File: src/irq_pkg.sv
// Package of register map, field positions and carrier types for the interrupt controller
package irq_pkg;
    // Register indexes; byte address on the bus is four times the index
    localparam logic [7:0] IDX_PORT_FLAGS = 8'h85;
    localparam logic [7:0] IDX_TIMER_EXTPIN_CONTROL = 8'h88;
    localparam logic [7:0] IDX_PORT_SEL = 8'h91;
    localparam logic [7:0] IDX_SHARED = 8'h95;
    localparam logic [7:0] IDX_PIN_FLAGS = 8'h96;
    localparam logic [7:0] IDX_EN_PRI = 8'hA8;
    localparam logic [7:0] IDX_EN_SEC = 8'hA9;
    localparam logic [7:0] IDX_PL_PRI = 8'hB8;
    localparam logic [7:0] IDX_PH_PRI = 8'hB9;
    localparam logic [7:0] IDX_PL_SEC = 8'hBA;
    localparam logic [7:0] IDX_PH_SEC = 8'hBB;
    localparam logic [7:0] IDX_LVD = 8'hBF;
    localparam logic [7:0] IDX_MODE_BASE = 8'hC0;
    localparam logic [7:0] IDX_MODE_LAST = 8'hC3;
    // Field positions
    localparam int TIMER_EXTPIN_CONTROL_TF1 = 7;
    localparam int TIMER_EXTPIN_CONTROL_TR1 = 6;
    localparam int TIMER_EXTPIN_CONTROL_TF0 = 5;
    localparam int TIMER_EXTPIN_CONTROL_TR0 = 4;
    localparam int TIMER_EXTPIN_CONTROL_IE1 = 3;
    localparam int TIMER_EXTPIN_CONTROL_IT1 = 2;
    localparam int TIMER_EXTPIN_CONTROL_IE0 = 1;
    localparam int TIMER_EXTPIN_CONTROL_IT0 = 0;
    localparam int EN_GATE = 7;
    localparam int EN_EX1 = 2;
    localparam int EN_EX0 = 0;
    localparam int SEC_PCIE = 1;
    localparam int SEC_PWM = 7;
    localparam int SH_LOW_VOLTAGE_FLAG = 7;
    localparam int SH_EEPIF = 6;
    localparam int SH_BUSY = 5;
    localparam int SH_ADIF = 4;
    localparam int SH_PIN_CHANGE_SUMMARY_FLAG = 1;
    localparam int SH_TF3 = 0;
    localparam int LVD_OUT = 6;
    localparam int MODE_CHG_BIT = 3;
    localparam int MODE_OUT_BIT = 1;
    // Writable masks and reset values
    localparam logic [7:0] EN_PRI_MASK = 8'hBF;
    localparam logic [7:0] PRI_PRI_MASK = 8'h3F;
    localparam logic [7:0] PORT_FLAG_MASK = 8'h0B;
    localparam logic [7:0] PORT_SEL_MASK = 8'h03;
    localparam logic [7:0] LVD_W_MASK = 8'h9F;
    localparam logic [7:0] REG_RESET = 8'h00;
    localparam logic [7:0] LVD_CLEAR_VALUE = 8'h7F;
    localparam logic [1:0] PORT_ABSENT = 2'h2;
    // Sources and vectors
    localparam int NUM_SRC = 15;
    localparam int NUM_CLASSIC = 6;
    localparam int SRC_SEC_BASE = 7;
    localparam logic [3:0] SRC_EXT0 = 4'h0;
    localparam logic [3:0] SRC_EXT1 = 4'h2;
    localparam logic [3:0] SRC_RESERVED = 4'h6;
    localparam logic [15:0] VEC_BASE = 16'h0003;
    localparam logic [15:0] VEC_STEP = 16'h0008;

    typedef struct packed {
        logic valid;
        logic [3:0] num;
        logic [15:0] vector;
    } irq_grant_t;

    typedef enum logic [1:0] {
        PWR_RUN = 2'b01,
        PWR_HALT = 2'b10
    } pwr_state_t;
endpackage

File: src/irq_ctrl.sv
// Interrupt enable, priority, pin-event and halt wake-up controller with APB registers
`timescale 1ns/1ns
`default_nettype none
module irq_ctrl #(
    parameter int PORT_W = 8
) (
    input wire logic pclk,
    input wire logic presetn,
    input wire logic clk_en,
    input wire logic psel,
    input wire logic penable,
    input wire logic pwrite,
    input wire logic [11:0] paddr,
    input wire logic [31:0] pwdata,
    output logic [31:0] prdata,
    output logic pready,
    output logic pslverr,
    input wire logic ext_irq_pin_a,
    input wire logic ext_irq_pin_b,
    input wire logic [3:0][PORT_W-1:0] port_pins,
    input wire logic timer0_evt,
    input wire logic timer1_evt,
    input wire logic timer3_evt,
    input wire logic adc_evt,
    input wire logic eep_done_evt,
    input wire logic eep_busy,
    input wire logic low_voltage_evt,
    input wire logic low_voltage_level,
    input wire logic uart1_req,
    input wire logic timer2_req,
    input wire logic uart2_req,
    input wire logic i2c_req,
    input wire logic [1:0] pwm_flags,
    input wire logic [1:0] pwm_chan_sub_enable,
    input wire logic cpu_ack,
    input wire logic cpu_reti,
    input wire logic power_down_request,
    output irq_pkg::irq_grant_t irq_out,
    output logic wake_out,
    output logic halt_refused,
    output logic halted,
    output logic [3:0] low_voltage_threshold,
    output logic [1:0] timer_run
);
    if (PORT_W != 8) begin : g_bad_width
        $error("irq_ctrl supports only eight pins per port");
    end

    logic [7:0] timer_extpin_control_q, en_pri_q, en_sec_q, pl_pri_q, ph_pri_q, pl_sec_q, ph_sec_q;
    logic [7:0] port_flags_q, port_sel_q, shared_q, lvd_q;
    logic [3:0][PORT_W-1:0] pin_flag_q, pins_prev_q;
    logic [3:0][PORT_W-1:0][3:0] mode_q;
    logic pin_a_prev_q, pin_b_prev_q;
    logic [31:0] prdata_q;
    logic pready_q, pslverr_q;
    irq_pkg::irq_grant_t irq_q;
    logic [1:0] grant_lvl_q;
    logic [3:0] in_service_q;
    logic wake_q, refuse_q;
    irq_pkg::pwr_state_t pwr_q;

    // Bus decode
    logic [7:0] idx, wbyte, rd_byte;
    logic access, wr_fire, mapped;
    assign idx = paddr[9:2];
    assign wbyte = pwdata[7:0];
    assign access = psel && penable;
    assign wr_fire = clk_en && access && pwrite && pready_q && mapped;

    always_comb begin
        mapped = (paddr[11:10] == 2'h0) && (paddr[1:0] == 2'h0);
        rd_byte = irq_pkg::REG_RESET;
        if (idx == irq_pkg::IDX_PORT_FLAGS) begin
            rd_byte = port_flags_q;
        end else if (idx == irq_pkg::IDX_TIMER_EXTPIN_CONTROL) begin
            rd_byte = timer_extpin_control_q;
        end else if (idx == irq_pkg::IDX_PORT_SEL) begin
            rd_byte = port_sel_q;
        end else if (idx == irq_pkg::IDX_SHARED) begin
            rd_byte = shared_q;
            rd_byte[irq_pkg::SH_BUSY] = eep_busy;
        end else if (idx == irq_pkg::IDX_PIN_FLAGS) begin
            rd_byte = pin_flag_q[port_sel_q[1:0]];
        end else if (idx == irq_pkg::IDX_EN_PRI) begin
            rd_byte = en_pri_q;
        end else if (idx == irq_pkg::IDX_EN_SEC) begin
            rd_byte = en_sec_q;
        end else if (idx == irq_pkg::IDX_PL_PRI) begin
            rd_byte = pl_pri_q;
        end else if (idx == irq_pkg::IDX_PH_PRI) begin
            rd_byte = ph_pri_q;
        end else if (idx == irq_pkg::IDX_PL_SEC) begin
            rd_byte = pl_sec_q;
        end else if (idx == irq_pkg::IDX_PH_SEC) begin
            rd_byte = ph_sec_q;
        end else if (idx == irq_pkg::IDX_LVD) begin
            rd_byte = lvd_q;
            rd_byte[irq_pkg::LVD_OUT] = low_voltage_level;
        end else if (idx >= irq_pkg::IDX_MODE_BASE && idx <= irq_pkg::IDX_MODE_LAST) begin
            rd_byte = {mode_q[port_sel_q[1:0]][{idx[1:0], 1'b1}], mode_q[port_sel_q[1:0]][{idx[1:0], 1'b0}]};
        end else begin
            mapped = 1'b0;
        end
    end

    // One wait state: ready rises in the second access cycle, so every transfer takes three edges
    always_ff @(posedge pclk or negedge presetn) begin
        if (!presetn) begin
            pready_q <= 1'b0;
            pslverr_q <= 1'b0;
            prdata_q <= 32'h0000_0000;
        end else if (clk_en) begin
            if (access && !pready_q) begin
                pready_q <= 1'b1;
                pslverr_q <= !mapped;
                prdata_q <= {24'h00_0000, (pwrite || !mapped) ? irq_pkg::REG_RESET : rd_byte};
            end else begin
                pready_q <= 1'b0;
                pslverr_q <= 1'b0;
            end
        end
    end

    // Plain read/write control registers
    always_ff @(posedge pclk or negedge presetn) begin
        if (!presetn) begin
            en_pri_q <= irq_pkg::REG_RESET;
            en_sec_q <= irq_pkg::REG_RESET;
            pl_pri_q <= irq_pkg::REG_RESET;
            ph_pri_q <= irq_pkg::REG_RESET;
            pl_sec_q <= irq_pkg::REG_RESET;
            ph_sec_q <= irq_pkg::REG_RESET;
            lvd_q <= irq_pkg::REG_RESET;
            port_sel_q <= irq_pkg::REG_RESET;
        end else if (wr_fire) begin
            if (idx == irq_pkg::IDX_EN_PRI) begin
                en_pri_q <= wbyte & irq_pkg::EN_PRI_MASK;
            end else if (idx == irq_pkg::IDX_EN_SEC) begin
                en_sec_q <= wbyte;
            end else if (idx == irq_pkg::IDX_PL_PRI) begin
                pl_pri_q <= wbyte & irq_pkg::PRI_PRI_MASK;
            end else if (idx == irq_pkg::IDX_PH_PRI) begin
                ph_pri_q <= wbyte & irq_pkg::PRI_PRI_MASK;
            end else if (idx == irq_pkg::IDX_PL_SEC) begin
                pl_sec_q <= wbyte;
            end else if (idx == irq_pkg::IDX_PH_SEC) begin
                ph_sec_q <= wbyte;
            end else if (idx == irq_pkg::IDX_LVD) begin
                lvd_q <= wbyte & irq_pkg::LVD_W_MASK;
            end else if (idx == irq_pkg::IDX_PORT_SEL && (wbyte[1:0] != irq_pkg::PORT_ABSENT)) begin
                // Port 2 does not exist, so an index of 2 is ignored
                port_sel_q <= wbyte & irq_pkg::PORT_SEL_MASK;
            end
        end
    end

    // Pin modes, one nibble per pin, reached through the port index
    always_ff @(posedge pclk or negedge presetn) begin
        if (!presetn) begin
            mode_q <= '0;
        end else if (wr_fire && idx >= irq_pkg::IDX_MODE_BASE && idx <= irq_pkg::IDX_MODE_LAST) begin
            mode_q[port_sel_q[1:0]][{idx[1:0], 1'b1}] <= wbyte[7:4];
            mode_q[port_sel_q[1:0]][{idx[1:0], 1'b0}] <= wbyte[3:0];
        end
    end

    // Pin change detection; only modes with the output bit clear and the change bit set take part
    logic [3:0][PORT_W-1:0] pin_chg;
    logic [3:0] port_chg;
    logic any_chg;
    always_comb begin
        for (int p = 0; p < 4; p++) begin
            for (int b = 0; b < PORT_W; b++) begin
                pin_chg[p][b] = (p != 2) && (port_pins[p][b] != pins_prev_q[p][b])
                    && mode_q[p][b][irq_pkg::MODE_CHG_BIT] && !mode_q[p][b][irq_pkg::MODE_OUT_BIT];
            end
            port_chg[p] = |pin_chg[p];
        end
        any_chg = |port_chg;
    end

    logic wr_shared, wr_port_flags, wr_pin_flags, clr_all_chg;
    assign wr_shared = wr_fire && idx == irq_pkg::IDX_SHARED;
    assign wr_port_flags = wr_fire && idx == irq_pkg::IDX_PORT_FLAGS;
    assign wr_pin_flags = wr_fire && idx == irq_pkg::IDX_PIN_FLAGS;
    assign clr_all_chg = wr_shared && !wbyte[irq_pkg::SH_PIN_CHANGE_SUMMARY_FLAG];

    // Change flags: a set in the same cycle as a clear wins
    always_ff @(posedge pclk or negedge presetn) begin
        if (!presetn) begin
            // Idle pins sit high, so a low start value would fake a change after reset
            pins_prev_q <= '1;
            pin_flag_q <= '0;
            port_flags_q <= irq_pkg::REG_RESET;
        end else if (clk_en) begin
            pins_prev_q <= port_pins;
            for (int p = 0; p < 4; p++) begin
                if (clr_all_chg) begin
                    pin_flag_q[p] <= pin_chg[p];
                end else if (wr_pin_flags && port_sel_q[1:0] == 2'(p)) begin
                    pin_flag_q[p] <= (pin_flag_q[p] & wbyte) | pin_chg[p];
                end else begin
                    pin_flag_q[p] <= pin_flag_q[p] | pin_chg[p];
                end
            end
            if (clr_all_chg) begin
                port_flags_q <= {4'h0, port_chg} & irq_pkg::PORT_FLAG_MASK;
            end else if (wr_port_flags) begin
                port_flags_q <= ((port_flags_q & wbyte) | {4'h0, port_chg}) & irq_pkg::PORT_FLAG_MASK;
            end else begin
                port_flags_q <= (port_flags_q | {4'h0, port_chg}) & irq_pkg::PORT_FLAG_MASK;
            end
        end
    end

    // Shared event flags
    logic [7:0] sh_set;
    always_comb begin
        sh_set = irq_pkg::REG_RESET;
        sh_set[irq_pkg::SH_LOW_VOLTAGE_FLAG] = low_voltage_evt;
        sh_set[irq_pkg::SH_EEPIF] = eep_done_evt;
        sh_set[irq_pkg::SH_ADIF] = adc_evt;
        sh_set[irq_pkg::SH_PIN_CHANGE_SUMMARY_FLAG] = any_chg && en_sec_q[irq_pkg::SEC_PCIE];
        sh_set[irq_pkg::SH_TF3] = timer3_evt;
    end

    always_ff @(posedge pclk or negedge presetn) begin
        if (!presetn) begin
            shared_q <= irq_pkg::REG_RESET;
        end else if (clk_en) begin
            if (wr_shared) begin
                // Writing 7Fh clears only the low-voltage flag
                shared_q <= (shared_q & wbyte) | sh_set;
            end else begin
                shared_q <= shared_q | sh_set;
            end
        end
    end

    // External pin flags and trigger types
    logic ext_a_fall, ext_b_fall, ack_ext0, ack_ext1;
    assign ext_a_fall = pin_a_prev_q && !ext_irq_pin_a;
    assign ext_b_fall = pin_b_prev_q && !ext_irq_pin_b;
    assign ack_ext0 = cpu_ack && irq_q.valid && irq_q.num == irq_pkg::SRC_EXT0;
    assign ack_ext1 = cpu_ack && irq_q.valid && irq_q.num == irq_pkg::SRC_EXT1;

    always_ff @(posedge pclk or negedge presetn) begin
        if (!presetn) begin
            timer_extpin_control_q <= irq_pkg::REG_RESET;
            pin_a_prev_q <= 1'b1;
            pin_b_prev_q <= 1'b1;
        end else if (clk_en) begin
            pin_a_prev_q <= ext_irq_pin_a;
            pin_b_prev_q <= ext_irq_pin_b;
            if (wr_fire && idx == irq_pkg::IDX_TIMER_EXTPIN_CONTROL) begin
                timer_extpin_control_q <= wbyte;
            end else begin
                if (ack_ext0) timer_extpin_control_q[irq_pkg::TIMER_EXTPIN_CONTROL_IE0] <= 1'b0;
                if (ack_ext1) timer_extpin_control_q[irq_pkg::TIMER_EXTPIN_CONTROL_IE1] <= 1'b0;
            end
            // Hardware sets override the write and the service clear
            if (ext_a_fall) timer_extpin_control_q[irq_pkg::TIMER_EXTPIN_CONTROL_IE0] <= 1'b1;
            if (ext_b_fall) timer_extpin_control_q[irq_pkg::TIMER_EXTPIN_CONTROL_IE1] <= 1'b1;
            if (timer0_evt) timer_extpin_control_q[irq_pkg::TIMER_EXTPIN_CONTROL_TF0] <= 1'b1;
            if (timer1_evt) timer_extpin_control_q[irq_pkg::TIMER_EXTPIN_CONTROL_TF1] <= 1'b1;
        end
    end

    // Source requests, enables and levels
    logic [irq_pkg::NUM_SRC-1:0] req, en;
    logic [irq_pkg::NUM_SRC-1:0][1:0] lvl;
    always_comb begin
        req = '0;
        req[0] = timer_extpin_control_q[irq_pkg::TIMER_EXTPIN_CONTROL_IT0] ? timer_extpin_control_q[irq_pkg::TIMER_EXTPIN_CONTROL_IE0] : !ext_irq_pin_a;
        req[1] = timer_extpin_control_q[irq_pkg::TIMER_EXTPIN_CONTROL_TF0];
        req[2] = timer_extpin_control_q[irq_pkg::TIMER_EXTPIN_CONTROL_IT1] ? timer_extpin_control_q[irq_pkg::TIMER_EXTPIN_CONTROL_IE1] : !ext_irq_pin_b;
        req[3] = timer_extpin_control_q[irq_pkg::TIMER_EXTPIN_CONTROL_TF1];
        req[4] = uart1_req;
        req[5] = timer2_req;
        req[7] = shared_q[irq_pkg::SH_TF3];
        req[8] = shared_q[irq_pkg::SH_PIN_CHANGE_SUMMARY_FLAG];
        req[9] = shared_q[irq_pkg::SH_LOW_VOLTAGE_FLAG];
        req[10] = shared_q[irq_pkg::SH_ADIF];
        req[11] = shared_q[irq_pkg::SH_EEPIF];
        req[12] = uart2_req;
        req[13] = i2c_req;
        req[14] = |(pwm_flags & pwm_chan_sub_enable);
        en = '0;
        lvl = '0;
        for (int i = 0; i < irq_pkg::NUM_CLASSIC; i++) begin
            en[i] = en_pri_q[i];
            lvl[i] = {ph_pri_q[i], pl_pri_q[i]};
        end
        for (int i = 0; i < 8; i++) begin
            en[irq_pkg::SRC_SEC_BASE + i] = en_sec_q[i];
            lvl[irq_pkg::SRC_SEC_BASE + i] = {ph_sec_q[i], pl_sec_q[i]};
        end
    end

    // Arbitration: scan downward so that ties settle on the lowest number
    logic found, preempt_ok, have_active;
    logic [3:0] best_num;
    logic [1:0] best_lvl, top_active;
    always_comb begin
        found = 1'b0;
        best_num = 4'h0;
        best_lvl = 2'h0;
        for (int i = irq_pkg::NUM_SRC - 1; i >= 0; i--) begin
            if (req[i] && en[i] && (!found || lvl[i] >= best_lvl)) begin
                found = 1'b1;
                best_num = 4'(i);
                best_lvl = lvl[i];
            end
        end
        have_active = |in_service_q;
        top_active = 2'h0;
        for (int l = 0; l < 4; l++) begin
            if (in_service_q[l]) top_active = 2'(l);
        end
        preempt_ok = !have_active || (best_lvl > top_active);
    end

    // Request to the core; withdrawn in the cycle after an acknowledge
    always_ff @(posedge pclk or negedge presetn) begin
        if (!presetn) begin
            irq_q <= '0;
            grant_lvl_q <= 2'h0;
        end else if (clk_en) begin
            irq_q.valid <= en_pri_q[irq_pkg::EN_GATE] && found && preempt_ok && !cpu_ack;
            irq_q.num <= best_num;
            irq_q.vector <= irq_pkg::VEC_BASE + 16'({best_num, 3'b000});
            grant_lvl_q <= best_lvl;
        end
    end

    // Levels in service; a return ends the highest one
    always_ff @(posedge pclk or negedge presetn) begin
        if (!presetn) begin
            in_service_q <= 4'h0;
        end else if (clk_en) begin
            if (cpu_ack && irq_q.valid) begin
                in_service_q[grant_lvl_q] <= 1'b1;
            end else if (cpu_reti && have_active) begin
                in_service_q[top_active] <= 1'b0;
            end
        end
    end

    // Halt wake-up and refusal; neither looks at the global gate or the pin-change enable
    logic wake_d, refuse_d;
    assign refuse_d = (en_pri_q[irq_pkg::EN_EX0] && !ext_irq_pin_a)
        || (en_pri_q[irq_pkg::EN_EX1] && !ext_irq_pin_b);
    assign wake_d = refuse_d || any_chg;

    always_ff @(posedge pclk or negedge presetn) begin
        if (!presetn) begin
            wake_q <= 1'b0;
            refuse_q <= 1'b0;
            pwr_q <= irq_pkg::PWR_RUN;
        end else if (clk_en) begin
            wake_q <= wake_d;
            refuse_q <= power_down_request && refuse_d;
            case (pwr_q)
                irq_pkg::PWR_RUN: begin
                    if (power_down_request && !refuse_d) pwr_q <= irq_pkg::PWR_HALT;
                end
                irq_pkg::PWR_HALT: begin
                    if (wake_d) pwr_q <= irq_pkg::PWR_RUN;
                end
                default: pwr_q <= irq_pkg::PWR_RUN;
            endcase
        end
    end

    assign prdata = prdata_q;
    assign pready = pready_q;
    assign pslverr = pslverr_q;
    assign irq_out = irq_q;
    assign wake_out = wake_q;
    assign halt_refused = refuse_q;
    assign halted = (pwr_q == irq_pkg::PWR_HALT);
    assign low_voltage_threshold = lvd_q[3:0];
    assign timer_run = {timer_extpin_control_q[irq_pkg::TIMER_EXTPIN_CONTROL_TR1], timer_extpin_control_q[irq_pkg::TIMER_EXTPIN_CONTROL_TR0]};
endmodule // irq_ctrl
`default_nettype wire

File: config.mk
export PLATFORM = sky130hd
export DESIGN_NAME = irq_ctrl
export DESIGN_NICKNAME = d
export VERILOG_FILES = /design/src/irq_pkg.sv /design/src/irq_ctrl.sv
export SDC_FILE = /design/constraint.sdc
export NUM_CORES = 1
export LEC_CHECK = 0
export BUFFER_PORTS_ARGS = -buffer_cell sky130_fd_sc_hd__buf_2
export CAP_MARGIN = 5
export CORE_ASPECT_RATIO = 0.5
export CORE_MARGIN = 2
export CORE_UTILIZATION = 40
export DETAILED_ROUTE_END_ITERATION = 8
export GPL_ROUTABILITY_DRIVEN = 1
export PLACE_DENSITY = 0.56
export SYNTH_ARGS = -nofsm -noshare
export SYNTH_HDL_FRONTEND = slang
export SYNTH_SLANG_ARGS = --single-unit
export TNS_END_PERCENT = 10
File: constraint.sdc
create_clock -name pclk -period 29.3 [get_ports pclk]
set_input_delay 0 -clock pclk [delete_from_list [all_inputs] [get_ports pclk]]
set_output_delay 0 -clock pclk [all_outputs]
set_load 0.02 [all_outputs]
==> impl_metrics.csv <==
group,metric,value,unit
setup_path,crit_top_cell,"ha_1",
yosys,synth_seq_cells,281,
global_routing,grt_pass1_vias,11200,
clocking,cts_resized,0,
clocking,clock_sink_count,281,
placement,gp_congestion,0.940,
sta,finalSetupViolCount,0,
yosys,avgSynthCellArea,11.6,µm²
yosys,yosys_warnings,0,
global_routing,met2_usage,35.8,%
floorplanning,num_rows,50,
floorplanning,die_h,142,µm
detailed_routing,ant_nets,0,
global_routing,met3_usage,2.62,%
layout,diodes,0,
global_routing,grt_use_met1,31.9,%
clocking,clockRootBuffer,"clkbuf_16",
clocking,clk_latency,0.57,ns
floorplanning,core-area,37400,µm²
sta,post-route-period-util,60.1,%
sta,slew_headroom,14.1,%
floorplanning,die_w,280,µm
sta,fin_crit,17.61,ns
detailed_routing,drc,0,
placement,port-buffer-count,100,
setup_path,arrival,18.07,ns
global_routing,grt.busiest_layer,"met2",
clocking,clk_pin_slew,0.07,ns
yosys,syn_area,15200,µm²
sta,skew,0.0154,ns
setup_path,criticalPathCategory,"register to register",
layout,area_delta_synth_final,13.4,%
power_and_ir_drop,p_total,0.802,mW
outcome,status,"completed",
setup_path,setup.worst_path.end_class,"register",
setup_path,worstSetupStartpointType,"register",
global_routing,grt_first_pass_wirelength,67400,µm
layout,drive_gt1_share,32.1,%
sta,rsz0062_at_grt,"no",
global_routing,overflow,0,
yosys,synth_fa_ha_area_share,1.73,%
detailed_routing,dr.first_iter.drc_count,972,
floorplanning,die_area,39600,µm²
placement,place_area,15900,µm²
layout,final_util,46.0,%
sta,tightest_slew,1.29,ns
power_and_ir_drop,peakVddDrop,0.0000420,V
yosys,synth_top_family_by_area,"multiplexers",
yosys,syn_inst,1312,
floorplanning,start_util,40.6,%
detailed_routing,num_vias,11100,
global_routing,grt_antenna_before_repair,1,
sta,fmax,0.0568,GHz
detailed_routing,dr.pass1.iters,7,
clocking,htreeDepth,1,
setup_path,cp_slowest_cell,"dfrtp_1",
sta,tns,0,ns
yosys,ys_types,85,
yosys,synth_flop_cell,"dfrtp_1",
setup_path,cp_slowest_stage_delay,0.45,ns
yosys,seq_area_frac_synth,46.5,%
detailed_routing,wl_per_cell,22.5,µm
power_and_ir_drop,power_density,46.6,nW/µm²
global_routing,grt_use_total,22.1,%
yosys,synth-edff-count,0,
clocking,cts_max_path_buffers,3,
global_routing,grt_max_degree,120,
layout,fin_nets,1546,
layout,design_area,17200,µm²
detailed_routing,routed_via_density,5.73,
layout,layoutNonFillerInstCount,1935,
yosys,synthMuxAreaShare,22.1,%
detailed_routing,drt-total-wl,43500,µm
sta,maxSlewViolCount,0,
placement,placed_cells,1843,
sta,timing.final.hold_violations,0,
setup_path,cp_max_fo,10,
clocking,tritoncts,"built",
yosys,async_reset_ff_share,100,%
floorplanning,ios,167,
clocking,cts_buffers,27,
placement,dpl.hpwl,30600,µm
yosys,synth_compound_area_share,12.1,%
setup_path,cp.required,29.76,ns
power_and_ir_drop,p_leak,7.94,nW
yosys,synthSimpleGateAreaFrac,11.3,%
yosys,synth_xor_xnor_area_share,1.38,%
worst_hold_path,hold_path.class,"primary input to register",
job,cap_violations,0,
final timing paths:
check                            start              to  slack, ns  cells past startpoint
setup / recovery           en_sec_q[7]     irq_out[20]      11.69                     90
hold / removal               pwdata[1]  pin_flag_q[17]       0.02                      3
setup reg to reg           en_sec_q[7]     irq_out[20]      11.69                     90
hold reg to reg              prdata[5]       prdata[5]       0.48                      1
max in group asynchronous      presetn  pin_flag_q[13]      27.22                      4
min in group asynchronous      presetn      mode_q[97]       0.13                      2
layer usage:
metal / up-vias / wire, µm
li1: 4980 / -
met1: 5710 / 20200
met2: 329 / 20300
met3: 74 / 2000
met4: 0 / 1040
met5: - / 0
placed cells by master (no fill, tap or decap), types with 34 or more instances in the layout:
| master | instances |
|---|---|
| mux2_2 | 195 |
| inv_1 | 40 |
| dlygate4sd3_1 | 44 |
| a21oi_1 | 34 |
| dfrtp_1 | 252 |
| conb_1 | 34 |
| mux4_2 | 48 |
| o21ai_0 | 77 |
| buf_2 | 99 |
| nor2_1 | 49 |
| nand2_1 | 123 |
metrics by stage:
step | hold WS (ns) | setup WS (ns)
floorplan | -0.296 | 13.80
global placement | 0.148 | 12.05
detailed placement | 0.160 | 11.81
global route | 0.0326 | 10.10
finish | 0.0191 | 11.69
CTS | 0.00361 | 11.75
repair_timing:
action / CTS / global route
hold endpoints to repair: 180 / 0
buffers inserted: 0 / 0
hold buffers: 44 / 0
worst max-delay path, delay by kind of cell (launching register included):
kind	cells	cell delay (ns)
flops	1	0.45
fa+ha+maj	14	3.73
mux	6	1.95
simple gates	33	4.67
buf+inv	5	0.45
compound gates	32	6.25
logic make-up (layout without fill, tap and decap cells):
group | after synthesis | count (layout)
adders and majority gates | 21 | 21
AOI/OAI and AO/OA | 262 | 262
and+or+nand+nor | 327 | 327
buffers and inverters | 147 | 243
muxes | 249 | 249
other | 1 | 34
xor gates and xnor gates | 24 | 24
DFF | 281 | 281
power by group:
part	internal (mW)	leakage [nW]	switching, mW
Sequential	0.397	3.75	0.00399
Combinational	0.0175	3.76	0.0355
Clock	0.193	0.421	0.155
cells in the mapped netlist, types with 4 or more instances:
library cell	instances	area, µm²
o221ai_1	7	61.3
nor3b_1	10	75.1
o22ai_1	7	43.8
o21a_1	6	45.0
nor2_2	11	68.8
ha_1	21	263
clkbuf_1	47	176
a21oi_1	34	170
nor3_1	10	50.1
a221oi_1	7	61.3
dfstp_2	27	709
xor2_1	18	158
a31oi_1	10	62.6
mux4_2	48	1080
o31ai_1	9	67.6
nor4_1	5	31.3
xnor2_1	6	52.6
o21ai_0	77	385
nand3_1	23	115
a21o_1	8	60.1
dfrtp_1	254	6360
nand4_1	10	62.6
mux2_2	195	2200
a22oi_1	9	67.6
nand3b_1	20	150
a22o_1	10	87.6
nand2_1	123	462
buf_2	12	60.1
buf_4	45	338
and2_1	5	31.3
nor2_1	49	184
or3_1	6	37.5
o211a_1	6	60.1
nor2b_1	8	50.1
o2bb2ai_1	7	61.3
inv_1	40	150
nor3_4	5	81.3
mux2i_1	4	40.0
o211ai_1	28	210
nand2b_1	19	119
a211oi_1	6	45.0
area by class of cell:
class,count,area (µm²)
flip-flops and latches,281,7070
inverters,41,154
repair buffers,154,1030
well taps,494,618
clock inverters,10,114
clock buffers,38,737
multi-input cells,917,7510
fillers,3499,20200
registers in the layout, summed over array words and instances (netlist names), 8 cells and up:
register                count
pins_prev_q                24
pl_sec_q                    8
prdata                      8
timer_extpin_control_q      8
en_sec_q                    8
mode_q                    128
pin_flag_q                 32
ph_sec_q                    8
(Power assumes the default switching activity.)
